--- src/logic/cp2_defines.svh ---
// Shared constants for the second port pair and line RAM interface.
`ifndef CP2_DEFINES_SVH
`define CP2_DEFINES_SVH

`define CP2_TRANS_IDLE 2'h0
`define CP2_TRANS_BUSY 2'h1
`define CP2_TRANS_NSEQ 2'h2
`define CP2_TRANS_SEQ 2'h3
`define CP2_RESP_OKAY 3'h0
`define CP2_RESP_ERROR 3'h1
`define CP2_BURST_SINGLE 3'h0
`define CP2_SIZE_8 2'h0
`define CP2_SIZE_16 2'h1
`define CP2_SIZE_32 2'h2
`define CP2_SIZE_64 2'h3
`define CP2_DFLT_ID 4'hf
`define CP2_DFLT_PROT 6'h0f
`define CP2_DFLT_SIDEBAND 4'he
`define CP2_IDX_LSB 5
`define CP2_DW_LSB 3
`define CP2_RST_RDATA 64'h0

`endif

--- src/logic/cp2_pkg.sv ---
// Types shared by the port pair, its property checker and the bench.
package cp2_pkg;

	typedef enum logic [2:0] {
		CP2_S_IDLE = 3'h0,
		CP2_S_ISSUE = 3'h1,
		CP2_S_WAIT = 3'h3,
		CP2_S_ERR1 = 3'h2,
		CP2_S_ERR2 = 3'h6
	} cp2_sstate_t;

	typedef enum logic [1:0] {
		CP2_M_IDLE = 2'h0,
		CP2_M_ADDR = 2'h1,
		CP2_M_DATA = 2'h3
	} cp2_mstate_t;

	typedef enum logic [1:0] {
		CP2_K_NCNB = 2'h0,
		CP2_K_LINEFILL = 2'h1,
		CP2_K_BUFWRITE = 2'h2,
		CP2_K_EVICT = 2'h3
	} cp2_kind_t;

endpackage : cp2_pkg

--- src/logic/cp2_line_ram.sv ---
// Line RAM and parity RAM access driver with per-byte parity check.
`timescale 1ns/100ps
`include "cp2_defines.svh"

module cp2_line_ram #(
	parameter int IDX_W = 16,
	parameter int WORD_W = 256,
	parameter int NBYTE = 32
) (
	input wire logic clk,
	input wire logic rst_n,
	input wire logic acc_req,
	input wire logic acc_write,
	input wire logic [IDX_W-1:0] acc_index,
	input wire logic [WORD_W-1:0] acc_wword,
	input wire logic [NBYTE-1:0] acc_ben,
	output logic acc_done,
	output logic [WORD_W-1:0] acc_rword,
	output logic acc_error,
	output logic line_ram_select,
	output logic [IDX_W-1:0] line_ram_index,
	output logic [NBYTE-1:0] line_ram_byte_enables,
	output logic line_ram_write_not_read,
	output logic [WORD_W-1:0] line_ram_write_word,
	input wire logic [WORD_W-1:0] line_ram_read_word,
	input wire logic line_ram_error_in,
	output logic [NBYTE-1:0] parity_ram_byte_enables,
	output logic parity_ram_write_not_read,
	output logic [NBYTE-1:0] parity_write_word,
	input wire logic [NBYTE-1:0] line_parity_read_word
);

	logic [NBYTE-1:0] nxt_parity;
	logic [NBYTE-1:0] rd_parity;
	logic rd_pend_ff;
	logic wr_pend_ff;

	// One parity bit per byte, both for the outgoing word and the returned word.
	for (genvar b = 0; b < NBYTE; b++) begin : g_par
		assign nxt_parity[b] = ^acc_wword[b*8 +: 8];
		assign rd_parity[b] = ^line_ram_read_word[b*8 +: 8];
	end

	// Every access is one cycle of select with the index; enables only on writes.
	always_ff @(posedge clk or negedge rst_n) begin
		if (!rst_n) begin
			line_ram_select <= 1'b0;
			line_ram_index <= '0;
			line_ram_byte_enables <= '0;
			line_ram_write_not_read <= 1'b0;
			line_ram_write_word <= '0;
			parity_ram_byte_enables <= '0;
			parity_ram_write_not_read <= 1'b0;
			parity_write_word <= '0;
		end else begin
			line_ram_select <= acc_req;
			line_ram_index <= acc_req ? acc_index : line_ram_index;
			line_ram_byte_enables <= (acc_req && acc_write) ? acc_ben : '0;
			line_ram_write_not_read <= acc_req && acc_write;
			line_ram_write_word <= acc_req ? acc_wword : line_ram_write_word;
			parity_ram_byte_enables <= (acc_req && acc_write) ? acc_ben : '0;
			parity_ram_write_not_read <= acc_req && acc_write;
			parity_write_word <= acc_req ? nxt_parity : parity_write_word;
		end
	end

	// The RAM answers the cycle after its select, so the word is taken then.
	always_ff @(posedge clk or negedge rst_n) begin
		if (!rst_n) begin
			rd_pend_ff <= 1'b0;
			wr_pend_ff <= 1'b0;
			acc_done <= 1'b0;
			acc_rword <= '0;
			acc_error <= 1'b0;
		end else begin
			rd_pend_ff <= line_ram_select && !line_ram_write_not_read;
			wr_pend_ff <= line_ram_select && line_ram_write_not_read;
			acc_done <= rd_pend_ff || wr_pend_ff;
			acc_rword <= rd_pend_ff ? line_ram_read_word : acc_rword;
			// A flagged or parity-broken word is reported rather than trusted.
			acc_error <= rd_pend_ff && (line_ram_error_in ||
				(rd_parity != line_parity_read_word));
		end
	end

endmodule : cp2_line_ram

--- src/logic/cp2_port_pair.sv ---
// Second slave and master port pair driving the line RAM and register space.
`timescale 1ns/100ps
`include "cp2_defines.svh"

module cp2_port_pair #(
	parameter bit HAS_SLAVE2 = 1'b1,
	parameter bit HAS_MASTER2 = 1'b1,
	parameter int IDX_W = 16
) (
	input wire logic clk,
	input wire logic rst_n,
	input wire logic slave2_clock_enable,
	input wire logic slave2_select,
	input wire logic register_space_select,
	input wire logic [31:0] slave2_addr,
	input wire logic [7:0] slave2_byte_lane_strobes,
	input wire logic [2:0] slave2_burst,
	input wire logic [3:0] slave2_requester_id,
	input wire logic slave2_lock,
	input wire logic [5:0] slave2_prot,
	input wire logic [3:0] slave2_cache_attr_sideband,
	input wire logic [2:0] slave2_size,
	input wire logic [1:0] slave2_trans,
	input wire logic slave2_misaligned_flag,
	input wire logic slave2_write,
	input wire logic [63:0] slave2_wdata,
	output logic slave2_ready,
	output logic [2:0] slave2_resp,
	output logic [63:0] slave2_rdata,
	output logic reg_req,
	output logic reg_write,
	output logic [31:0] reg_addr,
	output logic [63:0] reg_wdata,
	output logic [3:0] reg_requester_id,
	output logic [5:0] reg_prot,
	input wire logic reg_ack,
	input wire logic reg_err,
	input wire logic [63:0] reg_rdata,
	input wire logic master2_clock_enable,
	input wire logic master2_ready_in,
	input wire logic [2:0] master2_resp_in,
	input wire logic [63:0] master2_rdata_in,
	output logic [31:0] master2_addr,
	output logic [7:0] master2_byte_lane_strobes,
	output logic [2:0] master2_burst,
	output logic master2_lock,
	output logic [3:0] master2_requester_id,
	output logic [5:0] master2_protection_attr,
	output logic [3:0] master2_cache_attr_sideband,
	output logic [2:0] master2_size,
	output logic [1:0] master2_trans,
	output logic master2_misaligned_flag,
	output logic master2_write,
	output logic [63:0] master2_wdata,
	input wire logic m2_cmd_valid,
	output logic m2_cmd_ready,
	input wire cp2_pkg::cp2_kind_t m2_cmd_kind,
	input wire logic [31:0] m2_cmd_addr,
	input wire logic m2_cmd_write,
	input wire logic [1:0] m2_cmd_size,
	input wire logic m2_cmd_lock,
	input wire logic [7:0] m2_cmd_strobes,
	input wire logic m2_cmd_misaligned,
	input wire logic [3:0] m2_cmd_id,
	input wire logic [5:0] m2_cmd_prot,
	input wire logic [3:0] m2_cmd_sideband,
	input wire logic [63:0] m2_cmd_wdata,
	output logic m2_done,
	output logic m2_error,
	output logic [63:0] m2_rdata,
	output logic line_ram_fault,
	output logic line_ram_select,
	output logic [IDX_W-1:0] line_ram_index,
	output logic [31:0] line_ram_byte_enables,
	output logic line_ram_write_not_read,
	output logic [255:0] line_ram_write_word,
	input wire logic [255:0] line_ram_read_word,
	input wire logic line_ram_error_in,
	output logic [31:0] parity_ram_byte_enables,
	output logic parity_ram_write_not_read,
	output logic [31:0] parity_write_word,
	input wire logic [31:0] line_parity_read_word
);

	cp2_pkg::cp2_sstate_t s_state_ff;
	cp2_pkg::cp2_mstate_t m_state_ff;
	logic s_start;
	logic [31:0] s_addr_ff;
	logic s_write_ff;
	logic s_regsel_ff;
	logic [7:0] s_mask_ff;
	logic [7:0] nxt_mask;
	logic [3:0] s_id_ff;
	logic [5:0] s_prot_ff;
	logic acc_req;
	logic acc_done;
	logic acc_error;
	logic [255:0] acc_rword;
	logic [1:0] s_dw;
	logic [31:0] acc_ben;
	logic m_is_evict;
	logic m_default_id;

	// Byte mask from size and low address; the top size bit plays no part.
	function automatic logic [7:0] size_mask(input logic [2:0] sz, input logic [2:0] a);
		logic [7:0] base;
		base = 8'h00;
		unique case (sz[1:0])
			`CP2_SIZE_8: base = 8'h01;
			`CP2_SIZE_16: base = 8'h03;
			`CP2_SIZE_32: base = 8'h0f;
			`CP2_SIZE_64: base = 8'hff;
		endcase
		size_mask = base << a;
	endfunction : size_mask

	// A new address phase is taken only on an enabled edge with the port present.
	assign s_start = HAS_SLAVE2 && slave2_clock_enable && slave2_ready &&
		(slave2_select || register_space_select) &&
		slave2_trans[1] &&
		(s_state_ff == cp2_pkg::CP2_S_IDLE);
	assign nxt_mask = size_mask(slave2_size, slave2_addr[2:0]) & slave2_byte_lane_strobes;

	// Address phase attributes are held for the whole data phase.
	always_ff @(posedge clk or negedge rst_n) begin
		if (!rst_n) begin
			s_addr_ff <= '0;
			s_write_ff <= 1'b0;
			s_regsel_ff <= 1'b0;
			s_mask_ff <= '0;
			s_id_ff <= '0;
			s_prot_ff <= '0;
		end else if (s_start) begin
			s_addr_ff <= slave2_addr;
			s_write_ff <= slave2_write;
			s_regsel_ff <= register_space_select;
			s_mask_ff <= nxt_mask;
			s_id_ff <= slave2_requester_id;
			s_prot_ff <= slave2_prot;
		end
	end

	// Slave data phase sequencing, including the two-cycle error answer.
	always_ff @(posedge clk or negedge rst_n) begin
		if (!rst_n) begin
			s_state_ff <= cp2_pkg::CP2_S_IDLE;
		end else begin
			unique case (s_state_ff)
				cp2_pkg::CP2_S_IDLE: begin
					if (s_start) begin
						s_state_ff <= cp2_pkg::CP2_S_ISSUE;
					end
				end
				cp2_pkg::CP2_S_ISSUE: begin
					s_state_ff <= cp2_pkg::CP2_S_WAIT;
				end
				cp2_pkg::CP2_S_WAIT: begin
					if (s_regsel_ff ? reg_ack : acc_done) begin
						if (s_regsel_ff ? reg_err : acc_error) begin
							s_state_ff <= cp2_pkg::CP2_S_ERR1;
						end else begin
							s_state_ff <= cp2_pkg::CP2_S_IDLE;
						end
					end
				end
				cp2_pkg::CP2_S_ERR1: begin
					if (slave2_clock_enable) begin
						s_state_ff <= cp2_pkg::CP2_S_ERR2;
					end
				end
				cp2_pkg::CP2_S_ERR2: begin
					if (slave2_clock_enable) begin
						s_state_ff <= cp2_pkg::CP2_S_IDLE;
					end
				end
				default: begin
					s_state_ff <= cp2_pkg::CP2_S_IDLE;
				end
			endcase
		end
	end

	// Ready is low through issue, wait and the first error cycle.
	always_comb begin
		slave2_ready = (s_state_ff == cp2_pkg::CP2_S_IDLE) ||
			(s_state_ff == cp2_pkg::CP2_S_ERR2);
		slave2_resp = ((s_state_ff == cp2_pkg::CP2_S_ERR1) ||
			(s_state_ff == cp2_pkg::CP2_S_ERR2)) ? `CP2_RESP_ERROR : `CP2_RESP_OKAY;
	end

	// Read data is latched when the answer arrives and held until the next read.
	always_ff @(posedge clk or negedge rst_n) begin
		if (!rst_n) begin
			slave2_rdata <= `CP2_RST_RDATA;
		end else if (s_state_ff == cp2_pkg::CP2_S_WAIT && !s_write_ff) begin
			if (s_regsel_ff && reg_ack) begin
				slave2_rdata <= reg_rdata;
			end else if (!s_regsel_ff && acc_done) begin
				slave2_rdata <= acc_rword[s_dw*64 +: 64];
			end
		end
	end

	// Register space requests carry the write data sampled in the data phase.
	always_ff @(posedge clk or negedge rst_n) begin
		if (!rst_n) begin
			reg_req <= 1'b0;
			reg_write <= 1'b0;
			reg_addr <= '0;
			reg_wdata <= '0;
			reg_requester_id <= '0;
			reg_prot <= '0;
		end else begin
			reg_req <= (s_state_ff == cp2_pkg::CP2_S_ISSUE) && s_regsel_ff;
			if (s_state_ff == cp2_pkg::CP2_S_ISSUE && s_regsel_ff) begin
				reg_write <= s_write_ff;
				reg_addr <= s_addr_ff;
				reg_wdata <= slave2_wdata;
				reg_requester_id <= s_id_ff;
				reg_prot <= s_prot_ff;
			end
		end
	end

	// Memory path: one doubleword lane of the line, placed by address bits.
	assign s_dw = s_addr_ff[`CP2_DW_LSB +: 2];
	assign acc_req = (s_state_ff == cp2_pkg::CP2_S_ISSUE) && !s_regsel_ff;
	assign acc_ben = {24'h0, s_mask_ff} << {s_dw, 3'h0};

	cp2_line_ram #(
		.IDX_W(IDX_W),
		.WORD_W(256),
		.NBYTE(32)
	) u_line_ram (
		.clk(clk),
		.rst_n(rst_n),
		.acc_req(acc_req),
		.acc_write(s_write_ff),
		.acc_index(s_addr_ff[`CP2_IDX_LSB +: IDX_W]),
		.acc_wword({4{slave2_wdata}}),
		.acc_ben(acc_ben),
		.acc_done(acc_done),
		.acc_rword(acc_rword),
		.acc_error(acc_error),
		.line_ram_select(line_ram_select),
		.line_ram_index(line_ram_index),
		.line_ram_byte_enables(line_ram_byte_enables),
		.line_ram_write_not_read(line_ram_write_not_read),
		.line_ram_write_word(line_ram_write_word),
		.line_ram_read_word(line_ram_read_word),
		.line_ram_error_in(line_ram_error_in),
		.parity_ram_byte_enables(parity_ram_byte_enables),
		.parity_ram_write_not_read(parity_ram_write_not_read),
		.parity_write_word(parity_write_word),
		.line_parity_read_word(line_parity_read_word)
	);

	// Faults also show as a pulse so the core can count them.
	assign line_ram_fault = acc_done && acc_error;

	// Evictions and buffered writes hide the requester behind default values.
	assign m_is_evict = (m2_cmd_kind == cp2_pkg::CP2_K_EVICT);
	assign m_default_id = m_is_evict || (m2_cmd_kind == cp2_pkg::CP2_K_BUFWRITE);
	assign m2_cmd_ready = HAS_MASTER2 && (m_state_ff == cp2_pkg::CP2_M_IDLE);

	// Master address phase; only single beats are issued, so burst stays single.
	always_ff @(posedge clk or negedge rst_n) begin
		if (!rst_n) begin
			master2_addr <= '0;
			master2_byte_lane_strobes <= '0;
			master2_burst <= `CP2_BURST_SINGLE;
			master2_lock <= 1'b0;
			master2_requester_id <= `CP2_DFLT_ID;
			master2_protection_attr <= `CP2_DFLT_PROT;
			master2_cache_attr_sideband <= `CP2_DFLT_SIDEBAND;
			master2_size <= 3'h0;
			master2_misaligned_flag <= 1'b0;
			master2_write <= 1'b0;
			master2_wdata <= '0;
		end else if (m2_cmd_valid && m2_cmd_ready) begin
			master2_addr <= m2_cmd_addr;
			master2_byte_lane_strobes <= m2_cmd_strobes;
			master2_burst <= `CP2_BURST_SINGLE;
			master2_lock <= m2_cmd_lock;
			master2_requester_id <= m_default_id ? `CP2_DFLT_ID : m2_cmd_id;
			master2_protection_attr <= m_is_evict ? `CP2_DFLT_PROT : m2_cmd_prot;
			master2_cache_attr_sideband <= m_is_evict ? `CP2_DFLT_SIDEBAND :
				m2_cmd_sideband;
			master2_size <= {1'b0, m2_cmd_size};
			master2_misaligned_flag <= m2_cmd_misaligned;
			master2_write <= m2_cmd_write;
			master2_wdata <= m2_cmd_wdata;
		end
	end

	// Master sequencing leaves the address and data phases only on enabled edges with the slave ready.
	always_ff @(posedge clk or negedge rst_n) begin
		if (!rst_n) begin
			m_state_ff <= cp2_pkg::CP2_M_IDLE;
			master2_trans <= `CP2_TRANS_IDLE;
		end else begin
			unique case (m_state_ff)
				cp2_pkg::CP2_M_IDLE: begin
					if (m2_cmd_valid && m2_cmd_ready) begin
						m_state_ff <= cp2_pkg::CP2_M_ADDR;
						master2_trans <= `CP2_TRANS_NSEQ;
					end
				end
				cp2_pkg::CP2_M_ADDR: begin
					if (master2_clock_enable && master2_ready_in) begin
						m_state_ff <= cp2_pkg::CP2_M_DATA;
						master2_trans <= `CP2_TRANS_IDLE;
					end
				end
				cp2_pkg::CP2_M_DATA: begin
					if (master2_clock_enable && master2_ready_in) begin
						m_state_ff <= cp2_pkg::CP2_M_IDLE;
					end
				end
				default: begin
					m_state_ff <= cp2_pkg::CP2_M_IDLE;
					master2_trans <= `CP2_TRANS_IDLE;
				end
			endcase
		end
	end

	// Completion is reported once, with the response and any read data.
	always_ff @(posedge clk or negedge rst_n) begin
		if (!rst_n) begin
			m2_done <= 1'b0;
			m2_error <= 1'b0;
			m2_rdata <= `CP2_RST_RDATA;
		end else begin
			m2_done <= (m_state_ff == cp2_pkg::CP2_M_DATA) &&
				master2_clock_enable && master2_ready_in;
			if (m_state_ff == cp2_pkg::CP2_M_DATA && master2_clock_enable &&
				master2_ready_in) begin
				m2_error <= (master2_resp_in != `CP2_RESP_OKAY);
				m2_rdata <= master2_write ? m2_rdata : master2_rdata_in;
			end
		end
	end

endmodule : cp2_port_pair

--- config.mk ---
export PLATFORM = sky130hd
export DESIGN_NAME = cp2_port_pair
export DESIGN_NICKNAME = d
export VERILOG_FILES = /design/src/logic/cp2_pkg.sv /design/src/logic/cp2_line_ram.sv /design/src/logic/cp2_port_pair.sv
export VERILOG_INCLUDE_DIRS = /design/src /design/src/logic
export SDC_FILE = /design/constraint.sdc
export NUM_CORES = 1
export LEC_CHECK = 0
export BUFFER_PORTS_ARGS = -buffer_cell sky130_fd_sc_hd__buf_4
export CAP_MARGIN = 20
export CORE_AREA = 2 2 554 556
export CTS_CLUSTER_SIZE = 10
export DETAILED_ROUTE_END_ITERATION = 8
export DIE_AREA = 0 0 556 558
export MAX_ROUTING_LAYER = met4
export SETUP_SLACK_MARGIN = 0.02
export SLEW_MARGIN = 20
export SYNTH_ARGS = -nofsm -noshare
export SYNTH_HDL_FRONTEND = slang
export SYNTH_SLANG_ARGS = --single-unit
--- constraint.sdc ---
create_clock -name clk -period 3.4 [get_ports clk]
set_input_delay 0.17 -clock clk [delete_from_list [all_inputs] [get_ports clk]]
set_output_delay 0.17 -clock clk [all_outputs]
set_load 0.005 [all_outputs]
==> metrics.cfg, run 1 <==
[outcome]
run_status = complete, no violations

[place]
place.gp.congestion = 0.975
io_buffers = 1409
dp_hpwl_mm = 184
place_area_mm2 = 0.0505

[timing]
rsz0062_at_grt = no
finClkSkew_ns = 0.0926
report.final.hold_viol_count = 0
max_freq_mhz = 350
period_minus_slack_ns = 2.85
drv_slew = 0
setup_violations = 0
fin_setup_tns_ns = 0
finalCritPeriodShare_pct = 83.9
worst_slew_pin_slew_ns = 1.10
relSlewSlack_pct = 26.4

[global_route]
track_usage_pct = 14.0
grt_pass1_vias = 31331
grt_pass1_wl_mm = 284
antenna_found_initial = 124
grt_remaining_overflow = 0
grt_max_degree = 112

[die]
dieArea_mm2 = 0.310
num_io_pins = 1428
start_util_pct = 12.0
design.core.area_mm2 = 0.305
die_w_um = 556
die_h_um = 558
placementRows = 203

[critical_path]
worst-setup-path-type = primary input to register
critPathSlowestCell = dlygate4sd3_1
critical_path.cell_chain = dlygate4sd3_1 -> buf_4 -> xnor2_1 -> xnor3_1 -> xnor2_1 -> nand4_1 -> nor4_1 -> a41oi_1 -> dlygate4sd3_1
start_kind = primary input
r2r_slack_ns = 0.90
rr_startpoint = s_state_ff[2]
required_ns = 4.14
max_stage_delay_ns = 0.58
worstPathMaxFanout = 2
cp.arrival_ns = 3.59
r2r_end = s_mask_ff[1]
end_kind = register
worst_r2r_path_depth = 5

[pwr]
powerDensity_mw_per_mm2 = 841
peakVddDrop_mv = 0.496
leakagePower_nw = 27.1

[cells_and_area]
drive_above_1_share_pct = 50.3
final_cell_area_mm2 = 0.0606
nets = 5225
area.growth.synth_to_final_pct = 65.5

[min_path]
hold_class = primary input to async pin

[clock_network]
cts_tree = built
cts-hold-fix-buffers = 665
cts.repair.resized = 0
clock-sinks = 801
numCtsBuffers = 106
clockRootBuffer = clkbuf_16
clockBufferDepth = 4
worstSkewPairLatency_ns = 0.86
ctsHtreeMaxLevel = 3
path_clk_slew_ns = 0.06
cts_setup_buffers = 0

[synth]
netlist.area_leader.share_pct = 54.0
synth_ff_type = dfrtp_1
async_reset_ff_share_pct = 100
synth_cell_types = 49
synth_edf_count = 0
synth_cells = 2675
synth.area.top_cells = dfrtp_1 54%, mux2_2 19%, buf_4 5.4%
synth_area_mm2 = 0.0366
ys_ff_latch = 801
synth.avg_cell_area_um2 = 13.7
ys_seq_area_share_pct = 54.8
yosysWarningCount = 0
yosysTopAreaCell = dfrtp_1

[routing]
dr.pass1.iters = 5
ant_nets = 0
drt_iter0_drc = 1775
drc = 0
routed_wl_mm = 222
avgViaCountPerCell = 3.45
wl_per_cell_um = 25.7
num_vias = 29850

[job]
cap_violations = 0

==> power by group <==
group / switching (mW) / leakage, nW / internal [mW]
sequential: 4.76 / 9.88 / 14.0
combinational: 9.69 / 15.6 / 11.5
clock: 4.58 / 1.59 / 6.41
total: 19.0 / 27.1 / 31.9
==> critical path, delay by kind of cell <==
kind | cells | cell delay, ns
buffers and inverters | 3 | 1.28
and+or+nand+nor | 2 | 0.79
AOI/OAI and AO/OA | 1 | 0.18
xor gates and xnor gates | 3 | 1.17
==> worst max path at each step <==
| stage | from | cells after the start | slack [ns] | end |
|---|---|---|---|---|
| after CTS | slave2_clock_enable | 8 | 0.70 | s_mask_ff[3] |
| after global routing | line_ram_read_word[14] | 9 | 0.55 | u_line_ram.acc_error |
| after detailed placement | line_ram_read_word[14] | 7 | 0.87 | u_line_ram.acc_error |
| final | line_ram_read_word[182] | 9 | 0.55 | u_line_ram.acc_error |
| after global placement | line_ram_read_word[13] | 7 | 0.82 | u_line_ram.acc_error |
| after floorplan | s_state_ff[2] | 5 | 1.62 | u_line_ram.line_ram_write_word[242] |
==> area by class of cell <==
class / instances / area [um^2]
Clock buffer: 147 / 2980
Clock inverter: 20 / 303
Fill cell: 32692 / 244000
Antenna cell: 54 / 135
Sequential cell: 801 / 20100
Multi-Input combinational cell: 1486 / 14100
Timing Repair Buffer: 2135 / 18000
Tap cell: 3997 / 5000
Inverter: 11 / 41.3
==> metrics by stage <==
| stage | instances | util [%] | hold slack, ns | power (mW) | setup WS [ns] |
|---|---|---|---|---|---|
| after floorplan | 2681 | - | -0.126 | 26.4 | 1.62 |
| after global placement | 7765 | 16.6 | 0.133 | 39.1 | 0.816 |
| after detailed placement | 7765 | 16.6 | 0.136 | 39.5 | 0.866 |
| after CTS | 8597 | 19.8 | 0.00553 | 51.7 | 0.696 |
| after global routing | 8646 | 19.9 | 0.0564 | 53.6 | 0.550 |
| final | 8651 | 19.9 | 0.0900 | 51.0 | 0.546 |
==> routing by layer <==
metal	vias up	share of wire [%]	GRT usage (%)	wire length (um)
li1	12748	-	-	-
met1	15142	40	16.4	89200
met2	1583	46	22.1	103000
met3	377	9.4	4.62	20800
met4	0	4.4	5.64	9750
met5	-	0	-	0
==> synth_stat cells, types with 3 or more instances <==
cell type / count
dfstp_2: 11
buf_2: 70
and2_1: 35
clkbuf_1: 45
nand2_1: 158
xor2_1: 65
nand3_1: 5
nor4_1: 4
mux2_2: 606
xnor2_1: 197
xnor3_1: 26
buf_1: 5
nor2_1: 106
mux2_1: 10
o21ai_0: 8
o41ai_1: 3
dfrtp_1: 790
nand4_1: 7
inv_1: 10
buf_4: 263
mux4_2: 64
mux2i_1: 65
a21oi_1: 89
==> state kept, by name, indices dropped and copies added (netlist names), 3 cells and up <==
name	flops
m2_rdata	64
master2_addr	32
master2_byte_lane_strobes	8
master2_cache_attr_sideband	4
master2_protection_attr	6
master2_requester_id	4
master2_wdata	64
reg_addr	32
reg_prot	6
reg_requester_id	4
reg_wdata	64
s_addr_ff	32
s_id_ff	4
s_mask_ff	8
s_prot_ff	6
s_state_ff	3
slave2_rdata	64
u_line_ram.acc_rword	256
u_line_ram.line_ram_byte_enables	32
u_line_ram.line_ram_index	16
u_line_ram.line_ram_write_word	64
u_line_ram.parity_write_word	8
==> layout by cell type, fill, tap and decap left out, types with 54 or more instances in the layout <==
cell type	n
a21oi_1	89
buf_4	1448
clkbuf_16	106
dfrtp_1	787
diode_2	54
dlygate4sd3_1	664
mux2_2	606
mux2i_1	65
mux4_2	64
nand2_1	156
nor2_1	106
xnor2_1	197
xor2_1	65
==> cells by family (layout without fill, tap and decap cells) <==
family / Yosys count / count (layout) / synth area share [%]
muxes: 745 / 745 / 24.7
xor gates and xnor gates: 288 / 288 / 7.87
AOI/OAI and AO/OA: 112 / 112 / 1.64
other: 1 / 61 / 0.0102
DFF: 801 / 801 / 54.8
and+or+nand+nor: 334 / 334 / 4.03
buffers and inverters: 394 / 2313 / 6.98
(Power assumes the default switching activity.)
==> run 2, diff against run 1 <==
--- a/config.mk
+++ b/config.mk
@@ -8,10 +8,10 @@
 export LEC_CHECK = 0
 export BUFFER_PORTS_ARGS = -buffer_cell sky130_fd_sc_hd__buf_4
 export CAP_MARGIN = 20
-export CORE_AREA = 2 2 554 556
+export CORE_AREA = 2 2 559 561
 export CTS_CLUSTER_SIZE = 10
 export DETAILED_ROUTE_END_ITERATION = 8
-export DIE_AREA = 0 0 556 558
+export DIE_AREA = 0 0 561 563
 export MAX_ROUTING_LAYER = met4
 export SETUP_SLACK_MARGIN = 0.02
 export SLEW_MARGIN = 20
==> constraint.sdc (replaced) <==
create_clock -name clk -period 3 [get_ports clk]
set_input_delay 0.15 -clock clk [delete_from_list [all_inputs] [get_ports clk]]
set_output_delay 0.15 -clock clk [all_outputs]
set_load 0.005 [all_outputs]
==> run 2 against run 1 <==
Effect of this change:
- final cell count rose by 1.7%
- sequential share of layout area fell by 0.15 points
- hold slack got worse by 0.019 ns
- largest power group unchanged
==> metrics.cfg, run 2 (same netlist as run 1, synthesis figures left out) <==
[outcome]
run_status = complete, no violations

[timing]
max_freq_mhz = 390
finClkSkew_ns = 0.0863
period_minus_slack_ns = 2.56
relSlewSlack_pct = 36.6
rsz0062_at_grt = no
drv_slew = 0
fin_setup_tns_ns = 0
worst_slew_pin_slew_ns = 0.951
setup_violations = 0
finalCritPeriodShare_pct = 85.5
report.final.hold_viol_count = 0

[critical_path]
end_kind = register
critPathSlowestCell = nor3b_2
rr_startpoint = m_state_ff[0]
max_stage_delay_ns = 0.62
start_kind = register
worst_r2r_path_depth = 6
worstPathMaxFanout = 28
cp.arrival_ns = 3.24
r2r_slack_ns = 0.44
required_ns = 3.68
critical_path.cell_chain = nor3b_2 -> buf_12 -> buf_4 -> nand3_1 -> dlygate4sd3_1 -> o21ai_0
r2r_end = master2_cache_attr_sideband[0]
worst-setup-path-type = register to register
critPathLaunch = m_state_ff[0]

[cells_and_area]
area.growth.synth_to_final_pct = 66.2
nets = 5245
mostFrequentLayoutCell = buf_4
final_cell_area_mm2 = 0.0608
drive_above_1_share_pct = 50.3
largest_reg_flops = 256
mostFrequentLayoutCells = 1459 x buf_4, 787 x dfrtp_1, 668 x dlygate4sd3_1
num-fill-cells = 33612
largest_register = u_line_ram.acc_rword
final_util_pct = 19.6

[routing]
dr.pass1.iters = 5
wl_per_cell_um = 26.1
avgViaCountPerCell = 3.44
drc = 0
ant_nets = 0
num_vias = 30303
drt_iter0_drc = 2053
routed_wl_mm = 229

[clock_network]
worstSkewPairLatency_ns = 0.84
clockRootBuffer = clkbuf_16
path_clk_slew_ns = 0.06
ctsHtreeMaxLevel = 3
cts.repair.resized = 0
clock-sinks = 801
clockBufferDepth = 4
cts_tree = built
cts-hold-fix-buffers = 669
numCtsBuffers = 106
cts_setup_buffers = 0

[die]
dieArea_mm2 = 0.316
die_w_um = 561
die_h_um = 563
start_util_pct = 11.8
placementRows = 205
num_io_pins = 1428
design.core.area_mm2 = 0.310

[pwr]
seq_power_share_pct = 37.5
power.switching_mw = 21.8
power_switching_share_pct = 37.7
clock_power_share_pct = 21.2
peakVddDrop_mv = 0.551
internal_power_mw = 36.1
powerDensity_mw_per_mm2 = 952
leakagePower_nw = 27.2
combPwrFrac_pct = 41.3

[global_route]
grt_max_degree = 102
grt_pass1_wl_mm = 297
grt_pass1_vias = 31968
antenna_found_initial = 100
track_usage_pct = 14.3
grt_remaining_overflow = 0

[place]
place.gp.congestion = 0.955
place_area_mm2 = 0.0508
dp_hpwl_mm = 191
io_buffers = 1409

[job]
cap_violations = 0

[min_path]
hold_class = primary input to async pin

[run 2: changes by cell type in the layout (fill, tap and decap cells not counted), sizes merged]
| cell | change |
|---|---|
| clkbuf | -4 |
| dlygate4sd3 | +4 |
| bufinv | -1 |
| inv | -1 |
| clkinv | +7 |
| diode | -14 |
| buf | +16 |
[run 2: power by group through the flow]
| stage | combinational [mW] | clock [mW] | sequential (mW) |
|---|---|---|---|
| after global routing | 25.6 | 13.0 | 22.3 |
| final | 23.9 | 12.3 | 21.7 |
| after detailed placement | 23.5 | 0 | 21.8 |
| after floorplan | 11.3 | 0 | 18.7 |
| after global placement | 23.3 | 0 | 21.6 |
| after CTS | 24.5 | 12.7 | 21.7 |
[run 2: worst max-delay path: cells and delay by family (launching register included)]
| family | cells | cell delay, ns |
|---|---|---|
| AND/OR/NAND/NOR | 2 | 0.73 |
| flip-flops | 1 | 0.43 |
| buffers and inverters | 3 | 1.20 |
| AO/OA/AOI/OAI | 1 | 0.10 |
[run 2: how the worst max path moves through the flow]
stage / endpoint / slack (ns) / cells after the start
after floorplan: u_line_ram.line_ram_write_word[242] / 1.22 / 5
after global placement: u_line_ram.acc_error / 0.07 / 11
after detailed placement: u_line_ram.acc_error / 0.21 / 11
after CTS: master2_protection_attr[5] / 0.46 / 6
after global routing: master2_cache_attr_sideband[0] / 0.25 / 6
final: master2_cache_attr_sideband[0] / 0.44 / 6
[run 2: through the flow]
| step | setup slack (ns) | instances | hold WS, ns | total power [mW] |
|---|---|---|---|---|
| global placement | 0.0660 | 7924 | 0.270 | 44.9 |
| global route | 0.251 | 8791 | 0.0198 | 60.9 |
| floorplan | 1.22 | 2681 | -0.146 | 30.0 |
| detailed placement | 0.215 | 7924 | 0.293 | 45.3 |
| CTS | 0.457 | 8761 | 0.00327 | 58.9 |
| finish | 0.435 | 8801 | 0.0713 | 57.9 |
[run 2: final cells by class]
class | instances | area, um^2 | area share [%]
Sequential cell | 801 | 20100 | 33.0
Tap cell | 4140 | 5180 | 8.52
Multi-Input combinational cell | 1486 | 14000 | 23.1
Inverter | 11 | 41.3 | 0.0679
Clock buffer | 143 | 2890 | 4.75
Timing Repair Buffer | 2155 | 18200 | 29.9
Antenna cell | 40 | 100 | 0.165
Clock inverter | 25 | 320 | 0.527
[run 2: routing by layer]
| layer | global-route usage (%) | vias to the layer above | share of wire [%] |
|---|---|---|---|
| met1 | 17.1 | 15553 | 41 |
| met3 | 4.14 | 372 | 8.6 |
| met4 | 4.91 | 0 | 3.8 |
| met2 | 23.0 | 1614 | 47 |
| met5 | - | - | 0 |
| li1 | - | 12764 | - |
